### src/hdl/fault_dispatch_pkg.sv
// constants, offsets and types shared by the fault dispatch unit
// Contract
// - interrupt first, fault info in record
// - or select handler, then interrupt
// - fault type indexes one table entry
// - table base from memory image, anywhere (the code takes it from the OFF_FT_BASE register)
// - two-word entries, entry-type field decides
// - type 00 means local extended call
// - type 10 means system procedure call
// - local, local table, supervisor paths
// - restore process controls only in supervisor
// - local returns resume at saved address
// - save return address into r2 slot
// - local return ignores resumption record
// - arithmetic mask bits suppress their faults
// - no-imprecise flag governs imprecise synchronising
// - trace modes select, trace enable gates
// - user to supervisor: local records, stack switch
package fault_dispatch_pkg;

  localparam int          AW            = 32;
  localparam int          STAT_W        = 4;
  // register byte offsets
  localparam logic [11:0] OFF_FT_BASE   = 12'h000;
  localparam logic [11:0] OFF_SPT_BASE  = 12'h004;
  localparam logic [11:0] OFF_ARITH     = 12'h008;
  localparam logic [11:0] OFF_TRACE     = 12'h00C;
  localparam logic [11:0] OFF_PROC      = 12'h010;
  localparam logic [11:0] OFF_STATUS    = 12'h014;
  localparam logic [11:0] OFF_MASK      = 12'h018;
  localparam logic [11:0] OFF_STATE     = 12'h01C;
  // arithmetic control fields
  localparam int          AC_INT_OVF    = 0;
  localparam int          AC_FP_LSB     = 1;
  localparam int          FP_MASKED_N   = 5;
  localparam int          AC_NIF        = 15;
  localparam logic [15:0] ARITH_RST     = 16'h0000;
  // process control fields
  localparam int          PC_TRACE_EN   = 0;
  localparam int          PC_POLICY     = 1;
  // status bits
  localparam int          ST_DISPATCH   = 0;
  localparam int          ST_SUPPRESS   = 1;
  localparam int          ST_BAD_ENTRY  = 2;
  localparam int          ST_RETURN     = 3;
  // fault type numbers and subtypes
  localparam logic [7:0]  FT_TRACE      = 8'h01;
  localparam logic [7:0]  FT_ARITH      = 8'h03;
  localparam logic [7:0]  FT_FLOAT      = 8'h04;
  localparam logic [7:0]  SUB_INT_OVF   = 8'h01;
  // fault table entries
  localparam int          ENTRY_SHIFT   = 3;
  localparam logic [31:0] WORD_BYTES    = 32'h0000_0004;
  localparam logic [1:0]  ET_LOCAL      = 2'h0;
  localparam logic [1:0]  ET_SYSTEM     = 2'h2;
  localparam logic [1:0]  SPT_SUPER     = 2'h2;
  // system procedure table layout
  localparam logic [31:0] SPT_SSP_OFF   = 32'h0000_000C;
  localparam logic [31:0] SPT_ENTRY_OFF = 32'h0000_0030;

  typedef enum logic [1:0] {CALL_LOCAL, CALL_LOCAL_TABLE, CALL_SUPER} call_kind_t;

endpackage

### src/hdl/fault_filter.sv
// decides whether a raised fault condition is signalled or suppressed
`timescale 1ns/1ps
module fault_filter (
  input  wire logic [7:0]  fault_type,
  input  wire logic [7:0]  fault_subtype,
  input  wire logic [15:0] arith_ctrl,
  input  wire logic [7:0]  trace_modes,
  input  wire logic        trace_en,
  output logic             suppress
);
  import fault_dispatch_pkg::*;

  logic [fault_dispatch_pkg::FP_MASKED_N-1:0] fp_live;

  genvar i;
  generate
    for (i = 0; i < FP_MASKED_N; i++) begin : g_fp
      assign fp_live[i] = fault_subtype[i] & ~arith_ctrl[AC_FP_LSB+i];
    end
  endgenerate

  always_comb begin
    suppress = 1'b0;
    if (fault_type == FT_ARITH && fault_subtype == SUB_INT_OVF) begin
      suppress = arith_ctrl[AC_INT_OVF];
    end else if (fault_type == FT_FLOAT) begin
      // reserved-encoding has no mask, so it always passes
      suppress = (fp_live == '0) && !fault_subtype[FP_MASKED_N];
    end else if (fault_type == FT_TRACE) begin
      suppress = !trace_en || ((fault_subtype[7:1] & trace_modes[7:1]) == 7'h00);
    end
  end

endmodule

### src/hdl/entry_decoder.sv
// decodes the first word of a fault-table or procedure-table entry
`timescale 1ns/1ps
module entry_decoder (
  input  wire logic [31:0] word,
  output logic             is_local,
  output logic             is_system,
  output logic             is_bad,
  output logic [31:0]      target,
  output logic [29:0]      proc_num
);
  import fault_dispatch_pkg::*;

  assign is_local  = word[1:0] == ET_LOCAL;
  assign is_system = word[1:0] == ET_SYSTEM;
  assign is_bad    = !is_local && !is_system;
  // handlers are word aligned, the type bits are not part of the address
  assign target    = {word[31:2], 2'b00};
  assign proc_num  = word[31:2];

endmodule

### src/hdl/fault_dispatch_unit.sv
// fault dispatch unit: table lookup, handler call, interrupt ordering, return control
//
// The APB interface to the registers and the register offsets were chosen for this implementation.
`timescale 1ns/1ps
module fault_dispatch_unit (
  input  wire logic                        pclk,
  input  wire logic                        presetn,
  input  wire logic                        psel,
  input  wire logic                        penable,
  input  wire logic                        pwrite,
  input  wire logic [11:0]                 paddr,
  input  wire logic [31:0]                 pwdata,
  output logic [31:0]                      prdata,
  output logic                             pready,
  output logic                             pslverr,
  output logic                             irq,
  input  wire logic                        fault_req,
  input  wire logic [7:0]                  fault_type,
  input  wire logic [7:0]                  fault_subtype,
  input  wire logic [31:0]                 fault_ret_addr,
  input  wire logic                        fault_user_mode,
  input  wire logic                        fault_suspended,
  output logic                             fault_ready,
  output logic                             sync_imprecise,
  output logic                             mem_req,
  output logic [31:0]                      mem_addr,
  input  wire logic [31:0]                 mem_rdata,
  input  wire logic                        mem_ack,
  input  wire logic                        int_req,
  output logic                             int_service,
  output logic                             int_fault_in_record,
  input  wire logic                        int_done,
  output logic                             dispatch_valid,
  output logic [31:0]                      handler_addr,
  output fault_dispatch_pkg::call_kind_t   call_kind,
  output logic                             enter_supervisor,
  output logic                             stack_switch,
  output logic [31:0]                      new_sp,
  output logic                             records_local,
  output logic                             resume_flag,
  output logic                             rip_write,
  output logic [31:0]                      rip_data,
  input  wire logic                        ret_req,
  input  wire logic                        ret_supervisor,
  output logic                             ret_valid,
  output logic                             restore_proc_ctrl,
  output logic                             use_resumption,
  output logic [31:0]                      resume_addr
);
  import fault_dispatch_pkg::*;

  typedef enum logic [2:0] {S_IDLE, S_RD_W0, S_RD_W1, S_RD_SPT, S_RD_SSP, S_INT_WAIT, S_DISPATCH} state_t;

  typedef struct packed {
    state_t             st;
    state_t             after;
    logic [31:0]        ft_base;
    logic [31:0]        spt_base;
    logic [15:0]        arith;
    logic [7:0]         trace_modes;
    logic               trace_en;
    logic               policy;
    logic [STAT_W-1:0]  status;
    logic [STAT_W-1:0]  mask;
    logic [7:0]         ftype;
    logic               user_mode;
    logic               suspended;
    logic               served;
    logic [31:0]        saved_return_address_slot;
    logic [31:0]        maddr;
    logic [31:0]        handler;
    logic [31:0]        sp;
    logic [29:0]        pnum;
    call_kind_t         kind;
    logic               last_susp;
    logic               disp_v;
    logic               int_srv;
    logic               int_rec;
    logic               ret_v;
    logic               restore;
    logic               use_res;
    logic [31:0]        res_addr;
    logic [31:0]        rdata;
  } regs_t;

  regs_t r_reg;
  regs_t r_next;

  logic        suppress;
  logic        ent_local;
  logic        ent_system;
  logic        ent_bad;
  logic [31:0] ent_target;
  logic [29:0] ent_pnum;
  logic        wr_en;
  logic        rd_setup;
  logic        mapped;
  logic [STAT_W-1:0] stat_set;
  logic [STAT_W-1:0] stat_clr;

  fault_filter u_filter (
    .fault_type    (fault_type),
    .fault_subtype (fault_subtype),
    .arith_ctrl    (r_reg.arith),
    .trace_modes   (r_reg.trace_modes),
    .trace_en      (r_reg.trace_en),
    .suppress      (suppress)
  );

  entry_decoder u_decode (
    .word      (mem_rdata),
    .is_local  (ent_local),
    .is_system (ent_system),
    .is_bad    (ent_bad),
    .target    (ent_target),
    .proc_num  (ent_pnum)
  );

  ////////////////////////////////////////////////////////////////////////////
  // register bus decode

  always_comb begin
    unique case (paddr)
      OFF_FT_BASE, OFF_SPT_BASE, OFF_ARITH, OFF_TRACE,
      OFF_PROC, OFF_STATUS, OFF_MASK, OFF_STATE: mapped = 1'b1;
      default:                                   mapped = 1'b0;
    endcase
  end

  assign wr_en    = psel && penable && pwrite && mapped;
  assign rd_setup = psel && !penable && !pwrite;
  assign pready   = 1'b1;
  assign pslverr  = psel && penable && !mapped;

  ////////////////////////////////////////////////////////////////////////////
  // next state

  always_comb begin
    r_next          = r_reg;
    r_next.disp_v   = 1'b0;
    r_next.int_srv  = 1'b0;
    r_next.ret_v    = 1'b0;
    stat_set        = '0;
    stat_clr        = '0;

    if (wr_en) begin
      unique case (paddr)
        OFF_FT_BASE:  r_next.ft_base  = pwdata;
        OFF_SPT_BASE: r_next.spt_base = pwdata;
        OFF_ARITH:    r_next.arith    = pwdata[15:0];
        OFF_TRACE:    r_next.trace_modes = pwdata[7:0];
        OFF_PROC: begin
          r_next.trace_en = pwdata[PC_TRACE_EN];
          r_next.policy   = pwdata[PC_POLICY];
        end
        OFF_STATUS:   stat_clr        = pwdata[STAT_W-1:0];
        OFF_MASK:     r_next.mask     = pwdata[STAT_W-1:0];
        default: ;
      endcase
    end

    if (rd_setup) begin
      unique case (paddr)
        OFF_FT_BASE:  r_next.rdata = r_reg.ft_base;
        OFF_SPT_BASE: r_next.rdata = r_reg.spt_base;
        OFF_ARITH:    r_next.rdata = {16'h0000, r_reg.arith};
        OFF_TRACE:    r_next.rdata = {24'h000000, r_reg.trace_modes};
        OFF_PROC:     r_next.rdata = {30'h00000000, r_reg.policy, r_reg.trace_en};
        OFF_STATUS:   r_next.rdata = {28'h0000000, r_reg.status};
        OFF_MASK:     r_next.rdata = {28'h0000000, r_reg.mask};
        OFF_STATE:    r_next.rdata = {8'h00, r_reg.ftype, 6'h00, r_reg.kind, 5'h00, r_reg.st};
        default:      r_next.rdata = 32'h0000_0000;
      endcase
    end

    unique case (r_reg.st)
      S_IDLE: begin
        if (ret_req) begin
          r_next.ret_v    = 1'b1;
          r_next.res_addr = r_reg.saved_return_address_slot;
          r_next.restore  = ret_supervisor;
          // only a supervisor-entered handler returning in supervisor resumes the instruction
          r_next.use_res  = ret_supervisor && r_reg.kind == CALL_SUPER && r_reg.last_susp;
          stat_set[ST_RETURN] = 1'b1;
        end else if (fault_req) begin
          if (suppress) begin
            stat_set[ST_SUPPRESS] = 1'b1;
          end else begin
            r_next.ftype     = fault_type;
            r_next.saved_return_address_slot       = fault_ret_addr;
            r_next.user_mode = fault_user_mode;
            r_next.suspended = fault_suspended;
            r_next.served    = 1'b0;
            r_next.maddr     = r_reg.ft_base + ({24'h000000, fault_type} << ENTRY_SHIFT);
            r_next.st        = S_RD_W0;
            if (int_req && !r_reg.policy) begin
              r_next.int_srv = 1'b1;
              r_next.int_rec = 1'b1;
              r_next.served  = 1'b1;
              r_next.after   = S_RD_W0;
              r_next.st      = S_INT_WAIT;
            end
          end
        end
      end
      S_RD_W0: begin
        if (mem_ack) begin
          r_next.handler = ent_target;
          r_next.pnum    = ent_pnum;
          r_next.maddr   = r_reg.maddr + WORD_BYTES;
          if (ent_bad) begin
            stat_set[ST_BAD_ENTRY] = 1'b1;
            r_next.st = S_IDLE;
          end else begin
            r_next.kind = ent_local ? CALL_LOCAL : CALL_LOCAL_TABLE;
            r_next.st   = S_RD_W1;
          end
        end
      end
      S_RD_W1: begin
        // second word is reserved for local entries and unused by system entries
        if (mem_ack) begin
          if (r_reg.kind == CALL_LOCAL) begin
            r_next.st = S_DISPATCH;
          end else begin
            r_next.maddr = r_reg.spt_base + SPT_ENTRY_OFF + {r_reg.pnum, 2'b00};
            r_next.st    = S_RD_SPT;
          end
          if (int_req && !r_reg.policy && !r_reg.served) begin
            r_next.int_srv = 1'b1;
            r_next.int_rec = 1'b1;
            r_next.served  = 1'b1;
            r_next.after   = r_next.st;
            r_next.st      = S_INT_WAIT;
          end
        end
      end
      S_RD_SPT: begin
        if (mem_ack) begin
          r_next.handler = ent_target;
          if (mem_rdata[1:0] == SPT_SUPER) begin
            r_next.kind = CALL_SUPER;
            if (r_reg.user_mode) begin
              r_next.maddr = r_reg.spt_base + SPT_SSP_OFF;
              r_next.st    = S_RD_SSP;
            end else begin
              r_next.st    = S_DISPATCH;
            end
          end else begin
            r_next.kind = CALL_LOCAL_TABLE;
            r_next.st   = S_DISPATCH;
          end
        end
      end
      S_RD_SSP: begin
        if (mem_ack) begin
          r_next.sp = mem_rdata;
          r_next.st = S_DISPATCH;
        end
      end
      S_INT_WAIT: begin
        if (int_done) begin
          r_next.st = r_reg.after;
        end
      end
      S_DISPATCH: begin
        if (int_req && r_reg.policy && !r_reg.served) begin
          r_next.int_srv = 1'b1;
          r_next.int_rec = 1'b0;
          r_next.served  = 1'b1;
          r_next.after   = S_DISPATCH;
          r_next.st      = S_INT_WAIT;
        end else begin
          r_next.disp_v    = 1'b1;
          r_next.last_susp = r_reg.suspended;
          stat_set[ST_DISPATCH] = 1'b1;
          r_next.st        = S_IDLE;
        end
      end
    endcase

    // a new event wins over a clear in the same cycle
    r_next.status = (r_reg.status & ~stat_clr) | stat_set;
  end

  ////////////////////////////////////////////////////////////////////////////
  // state register

  always_ff @(posedge pclk or negedge presetn) begin
    if (!presetn) begin
      r_reg             <= '0;
      r_reg.st          <= S_IDLE;
      r_reg.after       <= S_IDLE;
      r_reg.kind        <= CALL_LOCAL;
      r_reg.arith       <= ARITH_RST;
    end else begin
      r_reg <= r_next;
    end
  end

  ////////////////////////////////////////////////////////////////////////////
  // outputs

  assign prdata              = r_reg.rdata;
  assign irq                 = |(r_reg.status & r_reg.mask);
  assign fault_ready         = r_reg.st == S_IDLE && !ret_req;
  assign sync_imprecise      = r_reg.arith[AC_NIF];
  assign mem_req             = r_reg.st == S_RD_W0 || r_reg.st == S_RD_W1 ||
                               r_reg.st == S_RD_SPT || r_reg.st == S_RD_SSP;
  assign mem_addr            = r_reg.maddr;
  assign int_service         = r_reg.int_srv;
  assign int_fault_in_record = r_reg.int_rec;
  assign dispatch_valid      = r_reg.disp_v;
  assign handler_addr        = r_reg.handler;
  assign call_kind           = r_reg.kind;
  assign enter_supervisor    = r_reg.kind == CALL_SUPER;
  assign stack_switch        = r_reg.kind == CALL_SUPER && r_reg.user_mode;
  assign new_sp              = r_reg.sp;
  assign records_local       = r_reg.user_mode;
  assign resume_flag         = r_reg.last_susp;
  assign rip_write           = r_reg.disp_v;
  assign rip_data            = r_reg.saved_return_address_slot;
  assign ret_valid           = r_reg.ret_v;
  assign restore_proc_ctrl   = r_reg.restore;
  assign use_resumption      = r_reg.use_res;
  assign resume_addr         = r_reg.res_addr;

endmodule

### config.mk
export PLATFORM = sky130hd
export DESIGN_NAME = fault_dispatch_unit
export DESIGN_NICKNAME = d
export VERILOG_FILES = /design/src/hdl/fault_dispatch_pkg.sv /design/src/hdl/fault_filter.sv /design/src/hdl/entry_decoder.sv /design/src/hdl/fault_dispatch_unit.sv
export SDC_FILE = /design/constraint.sdc
export NUM_CORES = 1
export LEC_CHECK = 0
export ABC_AREA = 1
export BUFFER_PORTS_ARGS = -buffer_cell sky130_fd_sc_hd__buf_2
export CORE_MARGIN = 2
export CORE_UTILIZATION = 60
export DETAILED_ROUTE_END_ITERATION = 10
export GPL_TIMING_DRIVEN = 0
export PLACE_DENSITY = 0.95
export SLEW_MARGIN = 40
export SYNTH_ARGS = -nofsm -noshare
export SYNTH_HDL_FRONTEND = slang
export SYNTH_SLANG_ARGS = --single-unit
### constraint.sdc
create_clock -name pclk -period 5.9 [get_ports pclk]
set_input_delay 0.59 -clock pclk [delete_from_list [all_inputs] [get_ports pclk]]
set_output_delay 0.59 -clock pclk [all_outputs]
set_load 0.05 [all_outputs]
[After elaboration in Yosys (flattened, before gate mapping)]
Memory sizes are Yosys's and may differ from the RTL's.
Cells that the tools add are included.
Word-level totals
  flip-flop bits (word level): 346
  bits in read-only memories: 32
  bits of input ports: 137
  logic and storage cells: 216
  memories: 1
  output and inout bits: 211
Memories
  (no name shown): depth 32, bits a word 1, rd ports 1, clocked after Yosys merged registers in 0, write ports 0, RTL line fault_dispatch_unit.sv:123  | unique case (paddr)
Operators by class
  reductions and logical operators: 59
  muxes and demuxes: 70
  add/sub/neg operators: 5
  equal/unequal tests: 34
  bitwise operators: 18
Operator list (number)
  $pmux 32 s8: 1
  $mux 65: 3
  $mux 32: 4
  $mux 64: 2
  $pmux 32 s4: 1
  $mux 35: 2
  $pmux 32 s2: 1
  $eq 12x5->1 const B: 4
  $mux 6: 6
  $add 32x11->32: 1
  $add 32x3->32 const B: 1
  $add 32x32->32: 1
  $add 32x4->32 const B: 1
  $add 32x6->32 const B: 1
  $mux 2: 14
  $ne 2x2->1 const B: 14
  $eq 12x4->1 const B: 2
  $mux 1: 22
  $mux 3: 7
  $pmux 3 s7: 1
  $reduce_and 2->1: 10
  $logic_and 1x1->1: 17
  $eq 8x1->1 const B: 2
  $reduce_and 8->1: 2
  34 further kinds: 66

[Logic depth before layout (Yosys ltp)]
Gate-level depths: netlist of the first run.
  word-level depth: 11
  mapped depth: 17
  depth with buffers taken out: 17

[By module]
From an unflattened synthesis of the first run, not the netlist that was laid out.
Second synthesis, totals
  cells, all modules: 2964
  area, all modules: 21969.8 µm²
Modules (own cells, without submodules)
  fault_dispatch_unit: cells each 2840, area an instance 21260.4 µm², sequential area each 8658.3 µm², instances 1
  entry_decoder: cells each 67, area an instance 484.2 µm², sequential area each 0.0 µm², instances 1
  fault_filter: cells each 57, area an instance 225.2 µm², sequential area each 0.0 µm², instances 1

[Least setup slack after synthesis of the first run]
OpenSTA, ideal clock, no wires.
  path kind: flip-flop to output port
  from: register r_reg (netlist bit call_kind[0])
  to: output stack_switch
  arrival time: 1.895 ns
  data required time: 5.310 ns
  buffers on the path: 0
  setup slack: 3.415 ns
  stages on the path, launching flop included: 4
  cell sequence: dfrtp_1 -> nor2_1 -> inv_1 -> nor2_1
On the way
  cells in the longest elaborated chain, start to end: 2
RTL lines
  start, declared: RTL line fault_dispatch_unit.sv:86  | regs_t r_reg;
  start signal, assigned: RTL line fault_dispatch_unit.sv:297  | r_reg <= r_next;
  $eq 2x2->1
  named net enter_supervisor: RTL line fault_dispatch_unit.sv:36  | output logic enter_supervisor,
  $logic_and 1x1->1: RTL line fault_dispatch_unit.sv:317  | assign stack_switch = r_reg.kind == CALL_SUPER && r_reg.user_mode;
  end, declared: RTL line fault_dispatch_unit.sv:37  | output logic stack_switch,
The timed path passes the listed nets, and every way through them passes these cells.

[Worst setup path in the final report of the first run]
  from: register r_reg[286] in the netlist's numbering
  to: register r_reg (netlist bit mem_addr[13])
On the way
  cells in the longest elaborated chain, start to end: 5
  elaborated cells between the ends (all ways): 9
  classes of those cells: add/sub (3); mux (6)
RTL lines
  $add 32x6->32 or $add 32x4->32 (tied branches): RTL line fault_dispatch_unit.sv:226, fault_dispatch_unit.sv:244
  $add 32x32->32 or $mux 32 (tied branches): RTL line fault_dispatch_unit.sv:226, fault_dispatch_unit.sv:243
  $mux 32, on equally long branches: RTL line fault_dispatch_unit.sv:223, fault_dispatch_unit.sv:241
  $mux 32 or $mux 64 (tied branches): RTL line fault_dispatch_unit.sv:222, fault_dispatch_unit.sv:239
  $pmux 32 s4 *: RTL line fault_dispatch_unit.sv:176  | unique case (r_reg.st)
Every way passes the cells marked *; elsewhere a longest branch is shown, timed or not. The select of a mux whose other input is x is not followed.
A chain may end at the register's enable or synchronous reset.

==> results.sh, run 1 <==
export IMPL_status="finished clean"
export IMPL_fin_cells=3881
export IMPL_fin_crit_sh_pct=52.9
export IMPL_fillers=2794
export IMPL_syn_to_final_growth_pct=17.3
export IMPL_setup_tns_ps=0
export IMPL_cap_violations=0
export IMPL_design_area_um2=24900
export IMPL_peakVddDrop_mv=0.455
export IMPL_path_class="flip-flop to flip-flop"
export IMPL_nets=3606
export IMPL_setup_ws_ps=2780
export IMPL_synthCells=3011
export IMPL_power_leakage_nw=13.8
export IMPL_largest_reg_flops=143
export IMPL_fp_dieH_um=192
export IMPL_worstHoldPathCells=3
export IMPL_h_tree_depth=2
export IMPL_fmax_mhz=320
export IMPL_numCtsBuffers=37
export IMPL_path_clk_slew_ps=60
export IMPL_worst_setup_path_end_kind="flip-flop"
export IMPL_gr_total_overflow=0
export IMPL_clockRootBuffer="clkbuf_16"
export IMPL_p_per_area_nw_per_um2=446
export IMPL_finalHoldViolCount=0
export IMPL_cts_tree="done"
export IMPL_routabilityCongestion=1.07
export IMPL_max_slew_margin_rel_pct=37.0
export IMPL_maxSlewViolCount=0
export IMPL_fin_worst_skew_ps=28.8
export IMPL_cp_top_family="simple AND/OR/NAND/NOR gates"
export IMPL_multi_input_area_um2=9420
export IMPL_cts_setup_buffers=0
export IMPL_grt_usage_pct=41.0
export IMPL_syn_area_um2=21200
export IMPL_worst_pin_slew_ps=935
export IMPL_critPathMaxFanout=6
export IMPL_portBuffers=344
export IMPL_clock_latency_ps=580
export IMPL_period_minus_slack_ps=3120
export IMPL_rows=68
export IMPL_ant_nets=0
export IMPL_drive_gt1_share_pct=18.7
export IMPL_die_area_um2=36900
export IMPL_required_ps=6340
export IMPL_finalSetupViolCount=0
export IMPL_synth_yosys_warnings=0
export IMPL_initialDrtViolationCount=2821
export IMPL_synth_seq_cells=344
export IMPL_antenna_found_initial=2
export IMPL_cp_num_buf_inv=0
export IMPL_grt_pass1_vias=20811
export IMPL_drt_wl_total_mm=75.6
export IMPL_grt_pass1_wl_mm=115
export IMPL_cts_sinks=344
export IMPL_die_x_um=192
export IMPL_drc=0
export IMPL_setup_worst_path_start_class="flip-flop"
export IMPL_utilization_pct=71.8
export IMPL_hp_class="input pin to flip-flop"
export IMPL_seqCellArea_um2=8610
export IMPL_start_util_pct=61.2
export IMPL_crit_path_cell_trace="ha_1 -> ha_1 -> nand2_1 -> nor2_1 -> nand3_1 -> nand3_1 -> nand2_1 -> nand3_1 -> nand3_1 -> o21ai_0 -> nand2_1"
export IMPL_ys_types=48
export IMPL_clockBufferDepth=3
export IMPL_pre_cts_slack_ps=2930
export IMPL_syn_area_per_cell_um2=7.05
export IMPL_dpl_hpwl_mm=58.0
export IMPL_rsz0062_at_grt="false"
export IMPL_grt_max_degree=80
export IMPL_crit_path_frequent_cell="nand3_1"
export IMPL_dp_cells=3815
export IMPL_worstPathArrival_ps=3560
export IMPL_reg2reg_depth=11
export IMPL_ys_seq_area_share_pct=40.5
export IMPL_num_vias=22235
export IMPL_viasPerCell=5.73
export IMPL_core_um2=34700
export IMPL_drt_first_pass_iters=6
export IMPL_post_drt_wl_per_cell_um=19.5
export IMPL_crit_slowest_cell="dfrtp_1"
export IMPL_critPathMaxStageDelay_ps=530
export IMPL_path_depth=11
export IMPL_placed_area_um2=23700
export IMPL_io_pins=348
[logic make-up after synthesis]
family                     Yosys count  synth area share (%)
and+or+nand+nor                   1519                  29.2
DFF                                344                  40.5
other                                2                0.0354
adders and majority gates           69                  4.14
xor gates and xnor gates            21                 0.866
buffers and inverters              653                  15.2
AOI/OAI and AO/OA                  403                  10.1
[through the flow]
step,hold slack [ps],power [mW]
final,247,11.1
after floorplan,294,7.20
after global placement,452,8.41
after CTS,239,11.0
after detailed placement,454,8.53
after global routing,265,11.6
[cells in the mapped netlist (all sizes together)]
cell type	n	share of area (%)
nor2	206	3.7
a22o	3	0.12
and2	6	0.18
or2	8	0.24
a22oi	2	0.071
nand2	996	18
clkbuf	63	1.1
o21bai	1	0.035
a221oi	4	0.16
nand4	27	0.80
nand3b	3	0.11
o31ai	1	0.035
a21o	1	0.035
o221ai	3	0.12
a211oi	1	0.035
dfrtp	344	41
nor4	2	0.13
o2111ai	3	0.12
o21ai	278	6.6
o41ai	1	0.041
o22ai	27	0.80
xor2	13	0.54
clkinv	2	0.035
buf	218	7.5
nor3	39	0.94
nand3	228	5.4
a21boi	3	0.11
and3	2	0.059
conb	2	0.035
ha	67	3.9
nor3b	2	0.071
inv	370	6.5
a31oi	3	0.088
o211ai	3	0.11
xnor2	8	0.33
fa	2	0.19
a21oi	69	1.6
[repair_timing]
item                                   in CTS  in global routing
endpoints found under the hold margin      23                  0
resized for setup                           0                  0
hold buffers                                1                  0
[path summary, 6_finish.rpt]
kind	from	to	slack, ps
max	r_reg[286]	mem_addr[13]	2780
min	fault_ret_addr[22]	rip_data[22]	250
max reg2reg	r_reg[286]	mem_addr[13]	2780
min reg2reg	int_fault_in_record	int_fault_in_record	470
max in group asynchronous	presetn	resume_addr[9]	4500
min in group asynchronous	presetn	new_sp[5]	570
[cell usage in the layout, fill, tap and decap left out, drive strengths merged, types with 4 or more instances in the layout]
cell and instances:
ha 67, o21ai 278, inv 373, or2 8, clkinv 6, clkbuf 114, nor2 206, nand2 996
and2 6, o22ai 27, a221oi 4, xnor2 8, a21oi 69, dfrtp 344, buf 566, xor2 13
bufinv 4, nor3 39, nand3 228, nand4 27
[final cells by class]
type,instances,share of cell area (%)
multi-input combinational,2015,37.8
clock inverter,13,0.773
timing repair buffer,349,7.43
clock buffer,51,4.25
sequential,344,34.5
buffer,281,7.32
antenna,1,0.0100
tap,455,2.28
inverter,372,5.60
[worst min-delay path, stage by stage]
cell and delay [ps]:
buf_2 70, nand3_1 60, nand2_1 60
[per-layer routing]
layer,part of all wire (%),track usage [%]
met3,12,9.21
met1,39,55.7
met4,5.9,22.2
met5,0.017,0
met2,43,61.2
[report_power, final]
part | internal, mW | total, mW | switching, mW | leakage (nW)
Combinational | 1.53 | 5.13 | 3.60 | 8.63
Sequential | 2.98 | 3.54 | 0.559 | 4.52
Clock | 1.44 | 2.45 | 1.01 | 0.612
Note: power is estimated with default switching activity, not from simulation.
==> inputs of run 2 (changes only) <==
ABC_AREA = 0   (was 1)
CORE_UTILIZATION = 51   (was 60)
PLACE_DENSITY = 0.89   (was 0.95)
clock period = 2.55 ns   (was 5.9 ns; I/O delays follow)
==> run 2 against run 1 <==
Net effect:
- the flow now finishes with violations (negative setup slack)
- first-iteration DRC count is 40% lower
- fmax rose by 9.6%
- synthesized cell count is 39% lower
- critical path type unchanged
- critical endpoint is now mem_addr[22]
==> results.sh, run 2 <==
export IMPL_worst_pin_slew_ps=656
export IMPL_async_flop_share_pct=100
export IMPL_syn_to_final_growth_pct=32.2
export IMPL_finalSetupViolCount=17
export IMPL_synth_seq_cells=344
export IMPL_fin_cells=2911
export IMPL_routabilityCongestion=0.987
export IMPL_clockBufferDepth=3
export IMPL_core_um2=37700
export IMPL_h_tree_depth=2
export IMPL_antenna_found_initial=2
export IMPL_fmax_mhz=351
export IMPL_period_minus_slack_ps=2850
export IMPL_die_area_um2=39900
export IMPL_drt_first_pass_iters=6
export IMPL_grt_pass1_vias=17683
export IMPL_p_comb_share_pct=52.3
export IMPL_synth_area_leaders="dfrtp_1 (44%), mux2_2 (14%), buf_4 (7.6%)"
export IMPL_finalPower_mw=30.7
export IMPL_pre_cts_slack_ps=-859
export IMPL_violations="negative setup slack"
export IMPL_post_drt_wl_per_cell_um=23.6
export IMPL_rows=71
export IMPL_power_internal_mw=16.6
export IMPL_synth_common_cells="dfrtp_1 (344), mux2_2 (237), buf_4 (197)"
export IMPL_cp_num_buf_inv=1
export IMPL_viasPerCell=5.91
export IMPL_peakVddDrop_mv=1.15
export IMPL_synthXorXnorAreaFrac_pct=4.70
export IMPL_setup_ws_ps=-296
export IMPL_grt_usage_pct=34.2
export IMPL_synthAdderAreaFrac_pct=4.49
export IMPL_grt_pass1_wl_mm=103
export IMPL_synth_top_area_share_pct=44.0
export IMPL_maxSlewViolCount=0
export IMPL_critPathMaxFanout=9
export IMPL_clkPwrFrac_pct=19.1
export IMPL_synth_top_family_by_area="multiplexers"
export IMPL_utilization_pct=68.6
export IMPL_io_pins=348
export IMPL_synthCells=1834
export IMPL_hp_class="input pin to flip-flop"
export IMPL_ant_nets=0
export IMPL_p_seq_share_pct=28.6
export IMPL_worstPathArrival_ps=3280
export IMPL_final_cell_mix="buf_2 (355), dfrtp_1 (320), buf_4 (241)"
export IMPL_fin_worst_skew_ps=36.3
export IMPL_crit_slowest_cell="dfrtp_2"
export IMPL_num_vias=17209
export IMPL_die_x_um=200
export IMPL_ys_types=78
export IMPL_syn_area_per_cell_um2=10.7
export IMPL_gr_total_overflow=0
export IMPL_max_slew_margin_rel_pct=56.0
export IMPL_cap_violations=0
export IMPL_p_per_area_nw_per_um2=1190
export IMPL_critPathMaxStageDelay_ps=460
export IMPL_synthSimpleGateAreaFrac_pct=10.6
export IMPL_drive_gt1_share_pct=45.6
export IMPL_initialDrtViolationCount=1701
export IMPL_synth_edff_count=0
export IMPL_fin_crit_sh_pct=112
export IMPL_start_util_pct=51.9
export IMPL_setup_tns_ps=-3070
export IMPL_synth_compound_area_share_pct=11.6
export IMPL_path_class="flip-flop to flip-flop"
export IMPL_fp_dieH_um=200
export IMPL_cts_sinks=344
export IMPL_numCtsBuffers=38
export IMPL_status="finished, violations left"
export IMPL_grt_max_degree=80
export IMPL_synth_yosys_warnings=0
export IMPL_required_ps=2990
export IMPL_dpl_hpwl_mm=47.7
export IMPL_rsz0062_at_grt="true"
export IMPL_cts_tree="done"
export IMPL_crit_path_cell_trace="ha_1 -> ha_2 -> a21o_1 -> a211oi_2 -> o211a_1 -> buf_6 -> nor2_4 -> xor2_2 -> a222oi_1 -> a31oi_1"
export IMPL_drc=0
export IMPL_p_sw_mw=14.1
export IMPL_fillers=2677
export IMPL_cp_top_family="compound AO/OA/AOI/OAI gates"
export IMPL_portBuffers=344
export IMPL_power_leakage_nw=12.0
export IMPL_ys_flop_type="dfrtp_1"
export IMPL_clockRootBuffer="clkbuf_16"
export IMPL_largest_reg_flops=143
export IMPL_p_sw_share_pct=45.9
export IMPL_ys_seq_area_share_pct=44.0
export IMPL_syn_area_um2=19600
export IMPL_drt_wl_total_mm=68.7
export IMPL_mostFrequentLayoutCell="buf_2"
export IMPL_finalHoldViolCount=0
export IMPL_dp_cells=2699
export IMPL_path_clk_slew_ps=60
export IMPL_setup_worst_path_start_class="flip-flop"
export IMPL_yosysTopAreaCell="dfrtp_1"
export IMPL_nets=2578
export IMPL_clock_latency_ps=590
export IMPL_worst_setup_path_end_kind="flip-flop"
export IMPL_synth_most_common_cell="dfrtp_1"
export IMPL_muxShareOfSynthArea_pct=15.0
[run 2: changes by cell type after synthesis, sizes merged, moves of 22 or more]
cell    previous run  this run
mux2               0       257
nand2            996       138
xor2              13        45
o21ai            278        73
nor2             206       106
inv              370        27
a222oi             0        28
nand3            228        31
xnor2              8        60
a31oi              3        25
[run 2: worst reg2reg max path, cell delays in order (launching register included)]
cell and delay, ps:
dfrtp_2 460, ha_1 310, ha_2 360, a21o_1 210, a211oi_2 250, o211a_1 290, buf_6 150, nor2_4 40
xor2_2 160, a222oi_1 360, a31oi_1 120
[run 2: layout make-up]
type	count	area, um2	share of cell area, %
Multi-Input combinational cell	1196	10000	38.8
Sequential cell	344	8640	33.4
Timing Repair Buffer	503	3320	12.8
Buffer	261	1790	6.93
Clock buffer	55	1120	4.35
Tap cell	511	639	2.47
Clock inverter	12	206	0.799
Inverter	28	113	0.436
Antenna cell	1	2.50	0.00968
[run 2: cell families after synthesis]
logic type               Yosys count
AO/OA/AOI/OAI                    335
XOR/XNOR                         105
adder cells (fa/ha/maj)           69
buffers and inverters            295
flip-flops                       344
multiplexers                     260
other                              2
AND/OR/NAND/NOR                  424
[run 2: stage by stage]
stage | area (um2) | hold WS (ps)
finish | 25900 | 34.2
global route | 25900 | 25.4
CTS | 25500 | 3.24
detailed placement | 22200 | 164
global placement | 22000 | 466
floorplan | 19600 | -40.6
[run 2: power groups by stage]
| stage | combinational, mW | clock, mW | sequential (mW) |
|---|---|---|---|
| 5_1_grt | 16.9 | 6.15 | 8.92 |
| 3_3_place_gp | 14.2 | 0 | 8.58 |
| 2_1_floorplan | 11.4 | 0 | 8.26 |
| 3_5_place_dp | 14.6 | 0 | 8.68 |
| 4_1_cts | 15.5 | 5.89 | 8.66 |
| 6_report | 16.1 | 5.87 | 8.78 |
[run 2: worst paths after layout]
kind                       cells after the start  slack, ps  startpoint           end
setup / recovery                              10       -300  r_reg[296]  mem_addr[22]
hold / removal                                 3         30   pwdata[0]    r_reg[246]
setup reg to reg                              10       -300  r_reg[296]  mem_addr[22]
hold reg to reg                                1        480   prdata[2]     prdata[2]
max in group asynchronous                      4       1380     presetn    r_reg[244]
min in group asynchronous                      2        180     presetn    new_sp[23]
[run 2: repair_timing]
item	in CTS	in global routing
resized for setup	147	69
hold buffers	101	0
pin swaps	55	44
setup endpoints to repair	166	154
buffers inserted	39	13
gates cloned	0	0
hold endpoints to repair	473	0
[run 2: routing by layer]
layer	GRT usage, %	share of wire (%)	vias to the layer above
li1	-	-	7530
met1	39.9	36	8461
met2	56.9	48	953
met3	7.59	8.8	263
met4	22.2	7.0	2
met5	0	0.012	-
